===== src/hdl/gtc_consts.vh =====
// Constants for the gated 16-bit timer/counter: offsets, fields, codes
`ifndef GTC_CONSTS_VH
`define GTC_CONSTS_VH

// ==========================================================
// Register byte offsets on the APB
`define GTC_OFF_CTRL      8'h00
`define GTC_OFF_GATE      8'h04
`define GTC_OFF_CNT_LO    8'h08
`define GTC_OFF_CNT_HI    8'h0C
`define GTC_OFF_STATUS    8'h10
`define GTC_OFF_INT_CLR   8'h14
`define GTC_OFF_INT_EN    8'h18

// ==========================================================
// Timer control register fields
`define GTC_CTRL_RUN      0
`define GTC_CTRL_SYNCDIS  2
`define GTC_CTRL_OSCEN    3
`define GTC_CTRL_PS_LO    4
`define GTC_CTRL_PS_HI    5
`define GTC_CTRL_CS_LO    6
`define GTC_CTRL_CS_HI    7
`define GTC_CTRL_RST      8'h00
`define GTC_CTRL_MASK     8'hFD

// Gate control register fields
`define GTC_GATE_EN       0
`define GTC_GATE_RST      1'h0

// Status, clear and enable share one layout
`define GTC_INT_OVF       0

// ==========================================================
// Clock source codes
`define GTC_CS_INST       2'h0
`define GTC_CS_SYS        2'h1
`define GTC_CS_EXT        2'h2
`define GTC_CS_LFOSC      2'h3

// Instruction cycle is four system clocks
`define GTC_PHASE_LAST    2'h3
`define GTC_CNT_MAX       16'hFFFF
`define GTC_CNT_RST       16'h0000

`endif


===== src/hdl/gtc_sync.v =====
// Two-flop synchroniser for a group of asynchronous pin levels
`timescale 1ns/1ps
module gtc_sync #(
  parameter WIDTH = 1
) (
  // Clock and reset
  input  wire             sys_clk,
  input  wire             rst,
  // Levels
  input  wire [WIDTH-1:0] async_in,
  output reg  [WIDTH-1:0] sync_out
);

  reg [WIDTH-1:0] meta_r;

  // First stage feeds only the second stage
  always @(posedge sys_clk)
  begin
    if (rst)
    begin
      meta_r   <= {WIDTH{1'b0}};
      sync_out <= {WIDTH{1'b0}};
    end
    else
    begin
      meta_r   <= async_in;
      sync_out <= meta_r;
    end
  end

endmodule


===== src/hdl/gtc_prescale.v =====
// Hidden 1/2/4/8 prescaler in front of the 16-bit count
`timescale 1ns/1ps
module gtc_prescale #(
  parameter PS_W = 3
) (
  // Clock and reset
  input  wire       sys_clk,
  input  wire       rst,
  // Control
  input  wire [1:0] div_sel,
  input  wire       clr,
  // Input ticks and divided output
  input  wire       tick_in,
  output wire       tick_out
);

  reg  [PS_W-1:0] cnt_r;
  reg  [PS_W-1:0] cnt_nxt;
  wire [PS_W-1:0] mask;

  // Mask of low bits that must all be one before passing a tick
  assign mask     = (div_sel == 2'h0) ? 3'h0 :
                    (div_sel == 2'h1) ? 3'h1 :
                    (div_sel == 2'h2) ? 3'h3 : 3'h7;
  assign tick_out = tick_in & ((cnt_r & mask) == mask);

  // Count ticks; a count write restarts the division
  always @*
  begin
    cnt_nxt = cnt_r;
    if (clr)
      cnt_nxt = {PS_W{1'b0}};
    else if (tick_in)
      cnt_nxt = cnt_r + 3'h1;
  end

  // Not visible on the bus at all
  always @(posedge sys_clk)
  begin
    if (rst)
      cnt_r <= {PS_W{1'b0}};
    else
      cnt_r <= cnt_nxt;
  end

endmodule


===== src/hdl/gtc_top.v =====
// Gated 16-bit timer/counter with APB registers and overflow interrupt
//
// Register access over APB and the register addresses are this design's own decisions.
`timescale 1ns/1ps
`include "gtc_consts.vh"
module gtc_top #(
  parameter ADDR_W = 8,
  parameter CNT_W  = 16
) (
  // Clock and reset
  input  wire              sys_clk,
  input  wire              rst,
  // APB slave
  input  wire              psel,
  input  wire              penable,
  input  wire              pwrite,
  input  wire [ADDR_W-1:0] paddr,
  input  wire [31:0]       pwdata,
  input  wire [3:0]        pstrb,
  output reg  [31:0]       prdata,
  output reg               pready,
  output reg               pslverr,
  // Clock source pins and core state
  input  wire              external_clock_input,
  input  wire              crystal_in_pin,
  input  wire              low_freq_internal_osc,
  input  wire              gate_pin,
  input  wire              core_sleep,
  // Oscillator drive, interrupt and wake
  output reg               crystal_out_pin,
  output reg               irq,
  output reg               wake_req
);

  // ==========================================================
  // Declarations
  reg  [7:0]       timer_control_reg_r;
  reg              gate_enable_bit_r;
  reg  [CNT_W-1:0] count_r;
  reg  [CNT_W-1:0] count_nxt;
  reg              overflow_flag_r;
  reg              ovf_enable_r;
  reg  [1:0]       phase_r;
  reg              src_prev_r;
  reg              armed_r;
  reg              armed_nxt;
  reg              pend_r;
  reg              pend_nxt;
  reg              raw_tick;
  reg              eff_tick;

  wire [2:0]       pins_s;
  wire             ext_s;
  wire             sosc_s;
  wire             lf_s;
  wire             gate_s;
  wire             run_bit;
  wire             sync_disable_bit;
  wire             secondary_osc_enable;
  wire [1:0]       prescale_select_field;
  wire [1:0]       clock_source_field;
  wire             src_lvl;
  wire             src_rise;
  wire             src_fall;
  wire             inst_edge;
  wire             is_ext;
  wire             count_on;
  wire             frozen;
  wire             ps_tick;
  wire             inc;
  wire             setup;
  wire             acc_wr;
  wire             wr_lo;
  wire             wr_hi;
  wire             cnt_wr;
  wire             ovf_set;
  wire             ovf_clr;

  // ==========================================================
  // Register field decode
  assign run_bit               = timer_control_reg_r[`GTC_CTRL_RUN];
  assign sync_disable_bit      = timer_control_reg_r[`GTC_CTRL_SYNCDIS];
  assign secondary_osc_enable  = timer_control_reg_r[`GTC_CTRL_OSCEN];
  assign prescale_select_field =
    timer_control_reg_r[`GTC_CTRL_PS_HI:`GTC_CTRL_PS_LO];
  assign clock_source_field    =
    timer_control_reg_r[`GTC_CTRL_CS_HI:`GTC_CTRL_CS_LO];

  // Byte-lane check: narrow registers live in lane 0
  function lane0_hit;
    input [ADDR_W-1:0] addr;
    input [ADDR_W-1:0] off;
    input [3:0]        strb;
    begin
      lane0_hit = (addr == off) && strb[0];
    end
  endfunction

  // ==========================================================
  // APB strobes; a write lands at the edge that samples pready
  assign setup  = psel & ~penable;
  assign acc_wr = psel & penable & pready & pwrite;
  assign wr_lo  = acc_wr & lane0_hit(paddr, `GTC_OFF_CNT_LO, pstrb);
  assign wr_hi  = acc_wr & lane0_hit(paddr, `GTC_OFF_CNT_HI, pstrb);
  assign cnt_wr = wr_lo | wr_hi;
  assign ovf_clr = acc_wr & lane0_hit(paddr, `GTC_OFF_INT_CLR, pstrb)
                   & pwdata[`GTC_INT_OVF];

  // ==========================================================
  // Pin synchronisers: pins never reach logic before two flops
  gtc_sync #(
    .WIDTH    (3)
  ) u_pin_sync (
    .sys_clk  (sys_clk),
    .rst      (rst),
    .async_in ({external_clock_input, crystal_in_pin,
                low_freq_internal_osc}),
    .sync_out (pins_s)
  );

  gtc_sync #(
    .WIDTH    (1)
  ) u_gate_sync (
    .sys_clk  (sys_clk),
    .rst      (rst),
    .async_in (gate_pin),
    .sync_out (gate_s)
  );

  assign ext_s  = pins_s[2];
  assign sosc_s = pins_s[1];
  assign lf_s   = pins_s[0];

  // ==========================================================
  // Source level and its edges
  assign is_ext  = (clock_source_field == `GTC_CS_EXT);
  assign src_lvl = (clock_source_field == `GTC_CS_LFOSC) ? lf_s :
                   (secondary_osc_enable ? sosc_s : ext_s);
  assign src_rise  = src_lvl & ~src_prev_r;
  assign src_fall  = ~src_lvl & src_prev_r;
  assign inst_edge = (phase_r == `GTC_PHASE_LAST);

  // Instruction phase counter, four system clocks per cycle
  always @(posedge sys_clk)
  begin
    if (rst)
    begin
      phase_r    <= 2'h0;
      src_prev_r <= 1'b0;
    end
    else
    begin
      phase_r    <= phase_r + 2'h1;
      src_prev_r <= src_lvl;
    end
  end

  // ==========================================================
  // Enable: run bit off wins, gate only matters with gate enable
  assign count_on = run_bit & (~gate_enable_bit_r | gate_s);

  // In sleep the core clocks stop; only unsynced pin counting runs
  assign frozen = core_sleep & ~(is_ext & sync_disable_bit);

  // Raw tick per source, before sync alignment and prescaler
  always @*
  begin
    raw_tick = 1'b0;
    case (clock_source_field)
      `GTC_CS_INST:  raw_tick = inst_edge;
      `GTC_CS_SYS:   raw_tick = 1'b1;
      `GTC_CS_EXT:   raw_tick = src_rise & armed_r;
      `GTC_CS_LFOSC: raw_tick = src_rise;
      default:       raw_tick = 1'b0;
    endcase
  end

  // Synced pin edges wait for the instruction boundary; unsynced pass
  // straight through. Switching modes may drop or add one held edge.
  always @*
  begin
    pend_nxt = pend_r;
    eff_tick = raw_tick;
    if (is_ext && !sync_disable_bit)
    begin
      eff_tick = 1'b0;
      if (inst_edge)
      begin
        eff_tick = pend_r | raw_tick;
        pend_nxt = 1'b0;
      end
      else if (raw_tick)
        pend_nxt = 1'b1;
    end
    else
      pend_nxt = 1'b0;
    if (cnt_wr || !run_bit)
      pend_nxt = 1'b0;
  end

  // External source: a falling edge must be seen before the first counted rising edge
  always @*
  begin
    armed_nxt = armed_r;
    if (cnt_wr || !run_bit)
      armed_nxt = 1'b0;
    else if (is_ext && src_fall)
      armed_nxt = 1'b1;
  end

  // ==========================================================
  // Prescaler between the selected tick and the count
  gtc_prescale #(
    .PS_W     (3)
  ) u_prescale (
    .sys_clk  (sys_clk),
    .rst      (rst),
    .div_sel  (prescale_select_field),
    .clr      (cnt_wr),
    .tick_in  (eff_tick & count_on & ~frozen),
    .tick_out (ps_tick)
  );

  assign inc     = ps_tick & ~cnt_wr;
  assign ovf_set = inc & (count_r == `GTC_CNT_MAX);

  // ==========================================================
  // Count: a byte write replaces its half and beats an increment
  always @*
  begin
    count_nxt = count_r;
    if (cnt_wr)
    begin
      if (wr_lo)
        count_nxt[7:0] = pwdata[7:0];
      if (wr_hi)
        count_nxt[15:8] = pwdata[7:0];
    end
    else if (inc)
      count_nxt = count_r + 16'h0001;
  end

  // Count, arming and pending state
  always @(posedge sys_clk)
  begin
    if (rst)
    begin
      count_r <= `GTC_CNT_RST;
      armed_r <= 1'b0;
      pend_r  <= 1'b0;
    end
    else
    begin
      count_r <= count_nxt;
      armed_r <= armed_nxt;
      pend_r  <= pend_nxt;
    end
  end

  // ==========================================================
  // Control registers; reset selects instruction clock, timer off
  always @(posedge sys_clk)
  begin
    if (rst)
    begin
      timer_control_reg_r <= `GTC_CTRL_RST;
      gate_enable_bit_r   <= `GTC_GATE_RST;
      ovf_enable_r        <= 1'b0;
    end
    else
    begin
      if (acc_wr && lane0_hit(paddr, `GTC_OFF_CTRL, pstrb))
        timer_control_reg_r <= pwdata[7:0] & `GTC_CTRL_MASK;
      if (acc_wr && lane0_hit(paddr, `GTC_OFF_GATE, pstrb))
        gate_enable_bit_r <= pwdata[`GTC_GATE_EN];
      if (acc_wr && lane0_hit(paddr, `GTC_OFF_INT_EN, pstrb))
        ovf_enable_r <= pwdata[`GTC_INT_OVF];
    end
  end

  // Sticky overflow; a rollover in the clear cycle keeps it set
  always @(posedge sys_clk)
  begin
    if (rst)
      overflow_flag_r <= 1'b0;
    else if (ovf_set)
      overflow_flag_r <= 1'b1;
    else if (ovf_clr)
      overflow_flag_r <= 1'b0;
  end

  // ==========================================================
  // Interrupt, wake and crystal drive, all registered
  always @(posedge sys_clk)
  begin
    if (rst)
    begin
      irq             <= 1'b0;
      wake_req        <= 1'b0;
      crystal_out_pin <= 1'b0;
    end
    else
    begin
      irq      <= overflow_flag_r & ovf_enable_r;
      wake_req <= overflow_flag_r & ovf_enable_r & core_sleep;
      // Oscillator keeps running whatever the sleep state
      crystal_out_pin <= secondary_osc_enable & ~sosc_s;
    end
  end

  // ==========================================================
  // APB answer: data captured in setup, zero wait states.
  // Count is in this clock domain, so a read is never torn.
  always @(posedge sys_clk)
  begin
    if (rst)
    begin
      prdata  <= 32'h00000000;
      pready  <= 1'b0;
      pslverr <= 1'b0;
    end
    else
    begin
      pready  <= setup;
      pslverr <= 1'b0;
      prdata  <= 32'h00000000;
      if (setup)
      begin
        case (paddr)
          `GTC_OFF_CTRL:
            prdata <= {24'h000000, timer_control_reg_r};
          `GTC_OFF_GATE:
            prdata <= {31'h00000000, gate_enable_bit_r};
          `GTC_OFF_CNT_LO:
            prdata <= {24'h000000, count_r[7:0]};
          `GTC_OFF_CNT_HI:
            prdata <= {24'h000000, count_r[15:8]};
          `GTC_OFF_STATUS:
            prdata <= {31'h00000000, overflow_flag_r};
          `GTC_OFF_INT_EN:
            prdata <= {31'h00000000, ovf_enable_r};
          `GTC_OFF_INT_CLR:
            prdata <= 32'h00000000;
          default:
            pslverr <= 1'b1;
        endcase
      end
    end
  end

endmodule


===== config.mk =====
export PLATFORM = sky130hd
export DESIGN_NAME = gtc_top
export DESIGN_NICKNAME = d
export VERILOG_FILES = /design/src/hdl/gtc_sync.v /design/src/hdl/gtc_prescale.v /design/src/hdl/gtc_top.v
export VERILOG_INCLUDE_DIRS = /design/src /design/src/hdl
export SDC_FILE = /design/constraint.sdc
export NUM_CORES = 1
export LEC_CHECK = 0
export BUFFER_PORTS_ARGS = -buffer_cell sky130_fd_sc_hd__buf_2
export CORE_UTILIZATION = 51
export CTS_CLUSTER_DIAMETER = 150
export DETAILED_ROUTE_END_ITERATION = 7
export GPL_ROUTABILITY_DRIVEN = 0
export PLACE_DENSITY = 0.82
export SLEW_MARGIN = 10
export SYNTH_ARGS = -nofsm -noshare
export SYNTH_HDL_FRONTEND = slang
export SYNTH_HIERARCHICAL = 1
export SYNTH_SLANG_ARGS = --single-unit

===== constraint.sdc =====
create_clock -name sys_clk -period 4 [get_ports sys_clk]
set_input_delay 0.8 -clock sys_clk [delete_from_list [all_inputs] [get_ports sys_clk]]
set_output_delay 0.8 -clock sys_clk [all_outputs]
set_load 0.1 [all_outputs]

Word-level counts from Yosys, hierarchy flattened
Index checks and enable logic that the tools add are counted.
{"block": "word_totals", "register_bits": 79, "output_inout_bits": 37}
{"block": "classes", "bitwise_logic": 36, "muxes": 16, "reduce_logical": 26, "n_addsub": 3, "eq_ne": 16}
{"cell": "one-hot mux 8 bit (6 select lines)", "count": 1}
{"cell": "2-to-1 mux 16 bit", "count": 2}
{"cell": "== test 8 x 5 -> 1 bit (second input constant)", "count": 3}
{"cell": "bitwise AND 1 bit", "count": 22}
{"cell": "adder 16 x 1 -> 16 bit (second input constant)", "count": 1}
{"cell": "== test 16 bit (second input constant)", "count": 1}
{"cell": "== test 8 x 4 -> 1 bit (second input constant)", "count": 2}
{"cell": "2-to-1 mux 8 bit", "count": 2}
{"cell": "logical AND 1 bit", "count": 11}
{"cell": "NOT 1 bit", "count": 10}
{"cell": "2-to-1 mux 3 bit", "count": 3}
{"cell": "== test 2 bit (second input constant)", "count": 4}
{"cell": "== test 8 x 3 -> 1 bit (second input constant)", "count": 1}
{"cell": "logical NOT 8 bit", "count": 1}
{"cell": "2-to-1 mux 1 bit", "count": 7}
{"cell": "OR reduction 7 bit", "count": 1}
{"cell": "OR reduction 2 bit", "count": 3}
{"cell": "== test 2 x 1 -> 1 bit (second input constant)", "count": 2}
{"cell": "logical NOT 2 bit", "count": 2}
{"cell": "inequality test 2 bit (second input constant)", "count": 2}
{"cell": "one-hot mux 1 bit (4 select lines)", "count": 1}
{"cell": "AND reduction 2 bit", "count": 2}
{"cell": "nonzero test 2 bit", "count": 2}
{"cell": "OR reduction 4 bit", "count": 1}
{"cell": "7 further kinds", "count": 10}

Longest topological paths before layout
{"block": "logic_depth", "word_depth": 14, "mapped_depth": 12, "mapped_depth_nobuf": 11}

Modules after synthesis
Netlist, hierarchy kept.
{"module": "gtc_top", "seq_area_each_um2": 880.8, "cells_each": 298, "area_each_um2": 2447.3, "instances": 1}
{"module": "gtc_prescale", "seq_area_each_um2": 60.1, "cells_each": 16, "area_each_um2": 158.9, "instances": 1}
{"module": "gtc_sync (u_pin_sync)", "seq_area_each_um2": 120.1, "cells_each": 12, "area_each_um2": 157.7, "instances": 1}
{"module": "gtc_sync (u_gate_sync)", "seq_area_each_um2": 40.0, "cells_each": 4, "area_each_um2": 52.6, "instances": 1}

Worst setup path after synthesis
OpenSTA, ideal clock, no wires.
{"block": "synth_timing", "path_kind": "register -> register", "startpoint": "reg timer_control_reg_r[7]", "endpoint": "reg count_r[10]", "path_stages_with_launch": 13, "setup_time_ns": 0.112, "n_path_buf": 1, "t_required_ns": 3.888, "arrival_ns": 3.326, "slack_ns": 0.562, "period_less_slack_ns": 3.438, "path_cell_list": "dfxtp_1 > nand2_1 > mux2i_1 > o21ai_0 > o21ai_0 > a2111oi_0 > o21ai_0 > a21oi_1 > clkbuf_1 > o41ai_4 > nor3_1 > nor3b_1 > a2111oi_1"}
{"block": "synth_between", "elab_chain_cells": 14, "word_cells_on_any_way": 22}
{"item": "start, declared", "line_no": "gtc_top.v:37", "source": "reg [7:0] timer_control_reg_r;"}
{"item": "start signal, assigned", "line_no": "gtc_top.v:266", "source": "timer_control_reg_r <= `GTC_CTRL_RST;"}
{"item": "start signal, assigned", "line_no": "gtc_top.v:273", "source": "timer_control_reg_r <= pwdata[7:0] & `GTC_CTRL_MASK;"}
{"item": "== test 2 bit", "line_no": "gtc_top.v:169", "source": "case (clock_source_field)"}
{"item": "2-to-1 mux 1 bit", "line_no": "gtc_top.v:137", "source": "assign src_lvl = (clock_source_field == `GTC_CS_LFOSC) ? lf_s :"}
{"item": "bitwise AND 1 bit", "line_no": "gtc_top.v:139", "source": "assign src_rise = src_lvl & ~src_prev_r;"}
{"item": "bitwise AND 1 bit", "line_no": "gtc_top.v:172", "source": "`GTC_CS_EXT: raw_tick = src_rise & armed_r;"}
{"item": "one-hot mux 1 bit (4 select lines)", "line_no": "gtc_top.v:169"}
{"item": "OR 1 bit", "line_no": "gtc_top.v:189", "source": "eff_tick = pend_r | raw_tick;"}
{"item": "2-to-1 mux 1 bit", "line_no": "gtc_top.v:187", "source": "if (inst_edge)"}
{"item": "2-to-1 mux 1 bit", "line_no": "gtc_top.v:184", "source": "if (is_ext && !sync_disable_bit)"}
{"item": "bitwise AND 1 bit", "line_no": "gtc_top.v:220", "source": ".tick_in (eff_tick & count_on & ~frozen),"}
{"item": "bitwise AND 1 bit (*)", "line_no": "gtc_top.v:220"}
{"item": "bitwise AND 1 bit (*)", "line_no": "gtc_prescale.v:25", "source": "assign tick_out = tick_in & ((cnt_r & mask) == mask);"}
{"item": "net ps_tick", "line_no": "gtc_top.v:69", "source": "wire ps_tick;"}
{"item": "bitwise AND 1 bit (*)", "line_no": "gtc_top.v:224", "source": "assign inc = ps_tick & ~cnt_wr;"}
{"item": "nonzero test 2 bit (no line) (*)"}
{"item": "AND reduction 2 bit (no line) (*)"}
{"item": "end signal, assigned", "line_no": "gtc_top.v:248", "source": "count_r <= `GTC_CNT_RST;"}
{"item": "end signal, assigned", "line_no": "gtc_top.v:254", "source": "count_r <= count_nxt;"}
{"item": "end, declared", "line_no": "gtc_top.v:39", "source": "reg [CNT_W-1:0] count_r;"}
Mark *: on every way through the listed nets, which the timed path passes. The rest lies on a longest branch.
A chain may end at the register's enable or synchronous reset.

Worst setup path after layout
{"block": "layout_timing", "startpoint": "reg timer_control_reg_r[7]", "endpoint": "reg count_r[7]"}
Same word-level chain as after synthesis.

==> results.md <==
| Parameter | Value | Unit |
|---|---|---|
| Count of mapped cells out of synthesis | 330 | - |
| Critical Path Sink | count_r[7] | - |
| Growth of design area from synthesis to finish | 8.62 | % |
| Largest net degree at the start of global routing | 38 | - |
| Post-synth ARST share | 0 | % |
| RSZ-0062 raised after global routing | no | - |
| Internal power component | 0.000699 | W |
| Clock transition at the register clock pins on the worst setup and hold paths after CTS | 0.10 | ns |
| Startpoint of the worst register-to-register path | timer_control_reg_r[7] | - |
| Vias in the first global route | 2260 | - |
| Hold Fails Final Rpt | 0 | - |
| Detailed Place HPWL | 4.69 | mm |
| Inserted Diodes | 0 | - |
| Chain of cells forming the critical path | nand2_1 -> mux2i_1 -> o21ai_0 -> o21ai_0 -> a2111oi_0 -> buf_4 -> o21ai_0 -> a21oi_1 -> buf_4 -> inv_1 -> nor3_1 -> a211oi_1 -> a311oi_1 | - |
| Cell count along the critical path | 13 | - |
| Initial DRT Pass Iterations | 5 | - |
| Cell with the largest stage delay on the worst path | sky130_fd_sc_hd__a2111oi_0 | - |
| Vias after detailed routing | 2566 | - |
| Remaining max-slew budget at the tightest pin | 51.1 | % |
| TritonCTS Buffers | 5 | - |
| Minimum period implied by the final worst setup slack | 3.60 | ns |
| Reported max-cap violation count | 0 | - |
| Total congestion overflow | 0 | - |
| Top_reg_cell synth | sky130_fd_sc_hd__dfxtp_1 | - |
| Setup slack of the most critical reg-to-reg path | 0.40 | ns |
| Wire length of the first global-routing pass | 10.7 | mm |
| Net total in the final layout | 422 | - |
| Std cell rows | 26 | - |
| Final critical-path share of the clock period | 90.1 | % |
| Setup crit start | timer_control_reg_r[7] | - |
| Post-route design area | 0.00306 | mm2 |
| Classification of the worst setup path | flop to flop | - |
| I/O pin count | 91 | - |
| Tot GR Track Use | 22.6 | % |
| Switching part of the total | 32.1 | % |
| Portion of total power attributed to combinational logic | 15.0 | % |
| Detail Route Antenna Nets | 0 | - |
| Share of final-layout standard cells stronger than drive strength 1 | 18.3 | % |
| Number of non-filler instances in the completed layout | 436 | - |
| Number of DRC violations after detailed routing | 0 | - |
| Dominant cell by count in the synthesized netlist | sky130_fd_sc_hd__dfxtp_1 | - |
| Cell variety after synth | 61 | - |
| Root buffer cell | sky130_fd_sc_hd__clkbuf_8 | - |
| Synthesized area per cell | 8.53 | um2 |
| PortBufs | 39 | - |
| Number of warnings reported in the yosys synthesis log | 6 | - |
| Crit path largest cell delay | 0.59 | ns |
| Worst slew pin tran | 0.733 | ns |
| Clock power share | 31.0 | % |
| Hold WC Path Type | flop to flop | - |
| Setup repair bufs after CTS | 0 | - |
| Pins Over Slew Limit | 0 | - |
| Fraction of post-synthesis cell area in the top cell type by area | 39.1 | % |
| Critical register-to-register path endpoint | count_r[7] | - |
| Most frequent cell on the critical path | sky130_fd_sc_hd__o21ai_0 | - |
| Number of endpoints failing setup at the final stage | 0 | - |
| Dominant cells by area after synthesis | sky130_fd_sc_hd__dfxtp_1 39%, sky130_fd_sc_hd__buf_4 6.4%, sky130_fd_sc_hd__a21oi_1 4.1%, sky130_fd_sc_hd__nor2_1 3.9%, sky130_fd_sc_hd__nand2_1 3.7% | - |
| Chip height | 76.3 | um |
| Cell types with the highest counts after synthesis | 55 x sky130_fd_sc_hd__dfxtp_1, 29 x sky130_fd_sc_hd__nor2_1, 28 x sky130_fd_sc_hd__nand2_1 | - |
| Placed cell area | 0.00297 | mm2 |
| Critical path data required time | 4.23 | ns |
| Number of buffer and inverter instances along the worst setup path | 3 | - |
| Power consumption | 0.00103 | W |
| CTS HTree Levels | 2 | - |
| CTS max path bufs | 2 | - |
| Detailed router's first-iteration violation count | 273 | - |
| Sequential cell area in the final layout | 0.00110 | mm2 |
| Clock skew after layout | 0.0122 | ns |
| Register-to-Register Path Depth | 13 | - |
| Kind of cell adding the most delay to the critical path | compound AO/OA/AOI/OAI gates | - |
| Category of the worst setup path launch point | flop | - |
| Die span in x | 76.3 | um |
| Starting density of the core | 54.1 | % |
| Detailed-route wire length per cell | 14.8 | um |
| Post-synthesis instance area | 0.00282 | mm2 |
| Total Negative Setup Slacks | 0 | ns |
| Sequential share of power | 54.0 | % |
| Area inside the core boundary | 0.00520 | mm2 |
| Per-cell via count in the routed design | 5.89 | - |
| Top cell type by total area after synthesis | sky130_fd_sc_hd__dfxtp_1 | - |
| Status | complete, no violations | - |
| Area of combinational cells with multiple inputs | 0.00153 | mm2 |
| Number of clock sinks | 55 | - |
| Count of flip-flops with a built-in enable after synthesis | 0 | - |
| Resize count post-CTS | 0 | - |
| Number of placed instances, taps included | 428 | - |
| Filler cell count | 492 | - |
| Pwr Density | 337 | mW/mm2 |
| Crit path DAT | 3.83 | ns |
| Clk_lat worst skew | 0.32 | ns |
| CP max FO | 7 | - |
| Leakage power | 1.17 | nW |
| Routed Wire Length | 6.44 | mm |
| Die Footprint | 0.00582 | mm2 |
| Endpoint class of the critical path | flop | - |
| Antenna violations before repair | 0 | - |
| Worst IR Drop VDD | 0.254 | mV |
| Yosys reg bits | 55 | - |
| Clock tree from TritonCTS | built | - |
| P_sw | 0.000331 | W |
| Fraction of the yosys area taken by sequential cells | 39.1 | % |
| Top achievable clock speed | 278 | MHz |
| Hold buffer count at CTS | 0 | - |
state kept, by name (all words and copies together) (netlist names):
name	cells
armed_r	1
count_r	16
crystal_out_pin	1
gate_enable_bit_r	1
irq	1
overflow_flag_r	1
ovf_enable_r	1
pend_r	1
phase_r	2
prdata	8
pready	1
pslverr	1
src_prev_r	1
timer_control_reg_r	7
u_gate_sync/meta_r	1
u_gate_sync/sync_out	1
u_pin_sync/meta_r	3
u_pin_sync/sync_out	3
u_prescale/cnt_r	3
wake_req	1
kinds of logic (layout without fill, tap and decap cells):
group                      count (synthesis)  in the layout  share of synthesized area (%)
adders and majority gates                  3              3                           1.33
xor gates and xnor gates                   2              2                          0.622
buffers and inverters                     45             58                           9.64
DFF                                       55             55                           39.1
muxes                                      7              7                           2.58
AOI/OAI and AO/OA                         84             84                           21.7
and+or+nand+nor                          133            133                           24.9
other                                      1             24                          0.133
per-layer routing:
layer / vias up / global-route usage, % / share of wire [%]
met5: - / 0 / 0
met2: 128 / 36.8 / 46
met4: 0 / 7.88 / 2.7
met1: 1193 / 30.4 / 44
li1: 1228 / - / -
met3: 17 / 3.71 / 7.2
power groups by stage:
stage | Clock (W) | Combinational (W) | Sequential (W)
6_report | 0.000319 | 0.000155 | 0.000556
5_1_grt | 0.000346 | 0.000160 | 0.000557
4_1_cts | 0.000320 | 0.000154 | 0.000556
3_5_place_dp | 0 | 0.000154 | 0.000569
3_3_place_gp | 0 | 0.000152 | 0.000568
2_1_floorplan | 0 | 0.000140 | 0.000574
layout make-up:
type | instances | share of cell area (%)
clock buffers | 5 | 2.25
clock inverters | 3 | 0.777
inverters | 8 | 0.982
multi-input cells | 253 | 50.0
flip-flops and latches | 55 | 36.0
well taps | 70 | 2.86
repair buffers | 42 | 7.12
how the worst min path moves through the flow:
stage / end / slack, ns / start / cells after the start
floorplan: crystal_out_pin / 0.39 / u_pin_sync/sync_out[1] / 1
global placement: phase_r[0] / 0.41 / phase_r[0] / 1
detailed placement: crystal_out_pin / 0.42 / u_pin_sync/sync_out[1] / 1
CTS: phase_r[0] / 0.43 / phase_r[0] / 1
global route: crystal_out_pin / 0.46 / u_pin_sync/sync_out[1] / 1
finish: phase_r[0] / 0.43 / phase_r[0] / 1
metrics by stage:
step           util, %  worst slack (ns)  hold slack, ns
6_report          58.8             0.397           0.431
5_1_grt           58.8            0.0271           0.461
4_1_cts           58.8             0.427           0.434
3_5_place_dp      57.0             0.476           0.416
3_3_place_gp      57.0             0.507           0.407
2_1_floorplan        -             0.562           0.392
cell usage in the layout (no fill, tap or decap), types with 7 or more instances in the layout:
cell type,instances
sky130_fd_sc_hd__a22o_1,7
sky130_fd_sc_hd__inv_1,7
sky130_fd_sc_hd__nand2_1,28
sky130_fd_sc_hd__dfxtp_1,55
sky130_fd_sc_hd__nand3_1,15
sky130_fd_sc_hd__o21ai_0,15
sky130_fd_sc_hd__buf_2,39
sky130_fd_sc_hd__conb_1,24
sky130_fd_sc_hd__nor2_1,29
sky130_fd_sc_hd__nor2b_1,10
sky130_fd_sc_hd__nor3_1,10
sky130_fd_sc_hd__a21oi_1,23
Power figures use the tool's default switching activity.
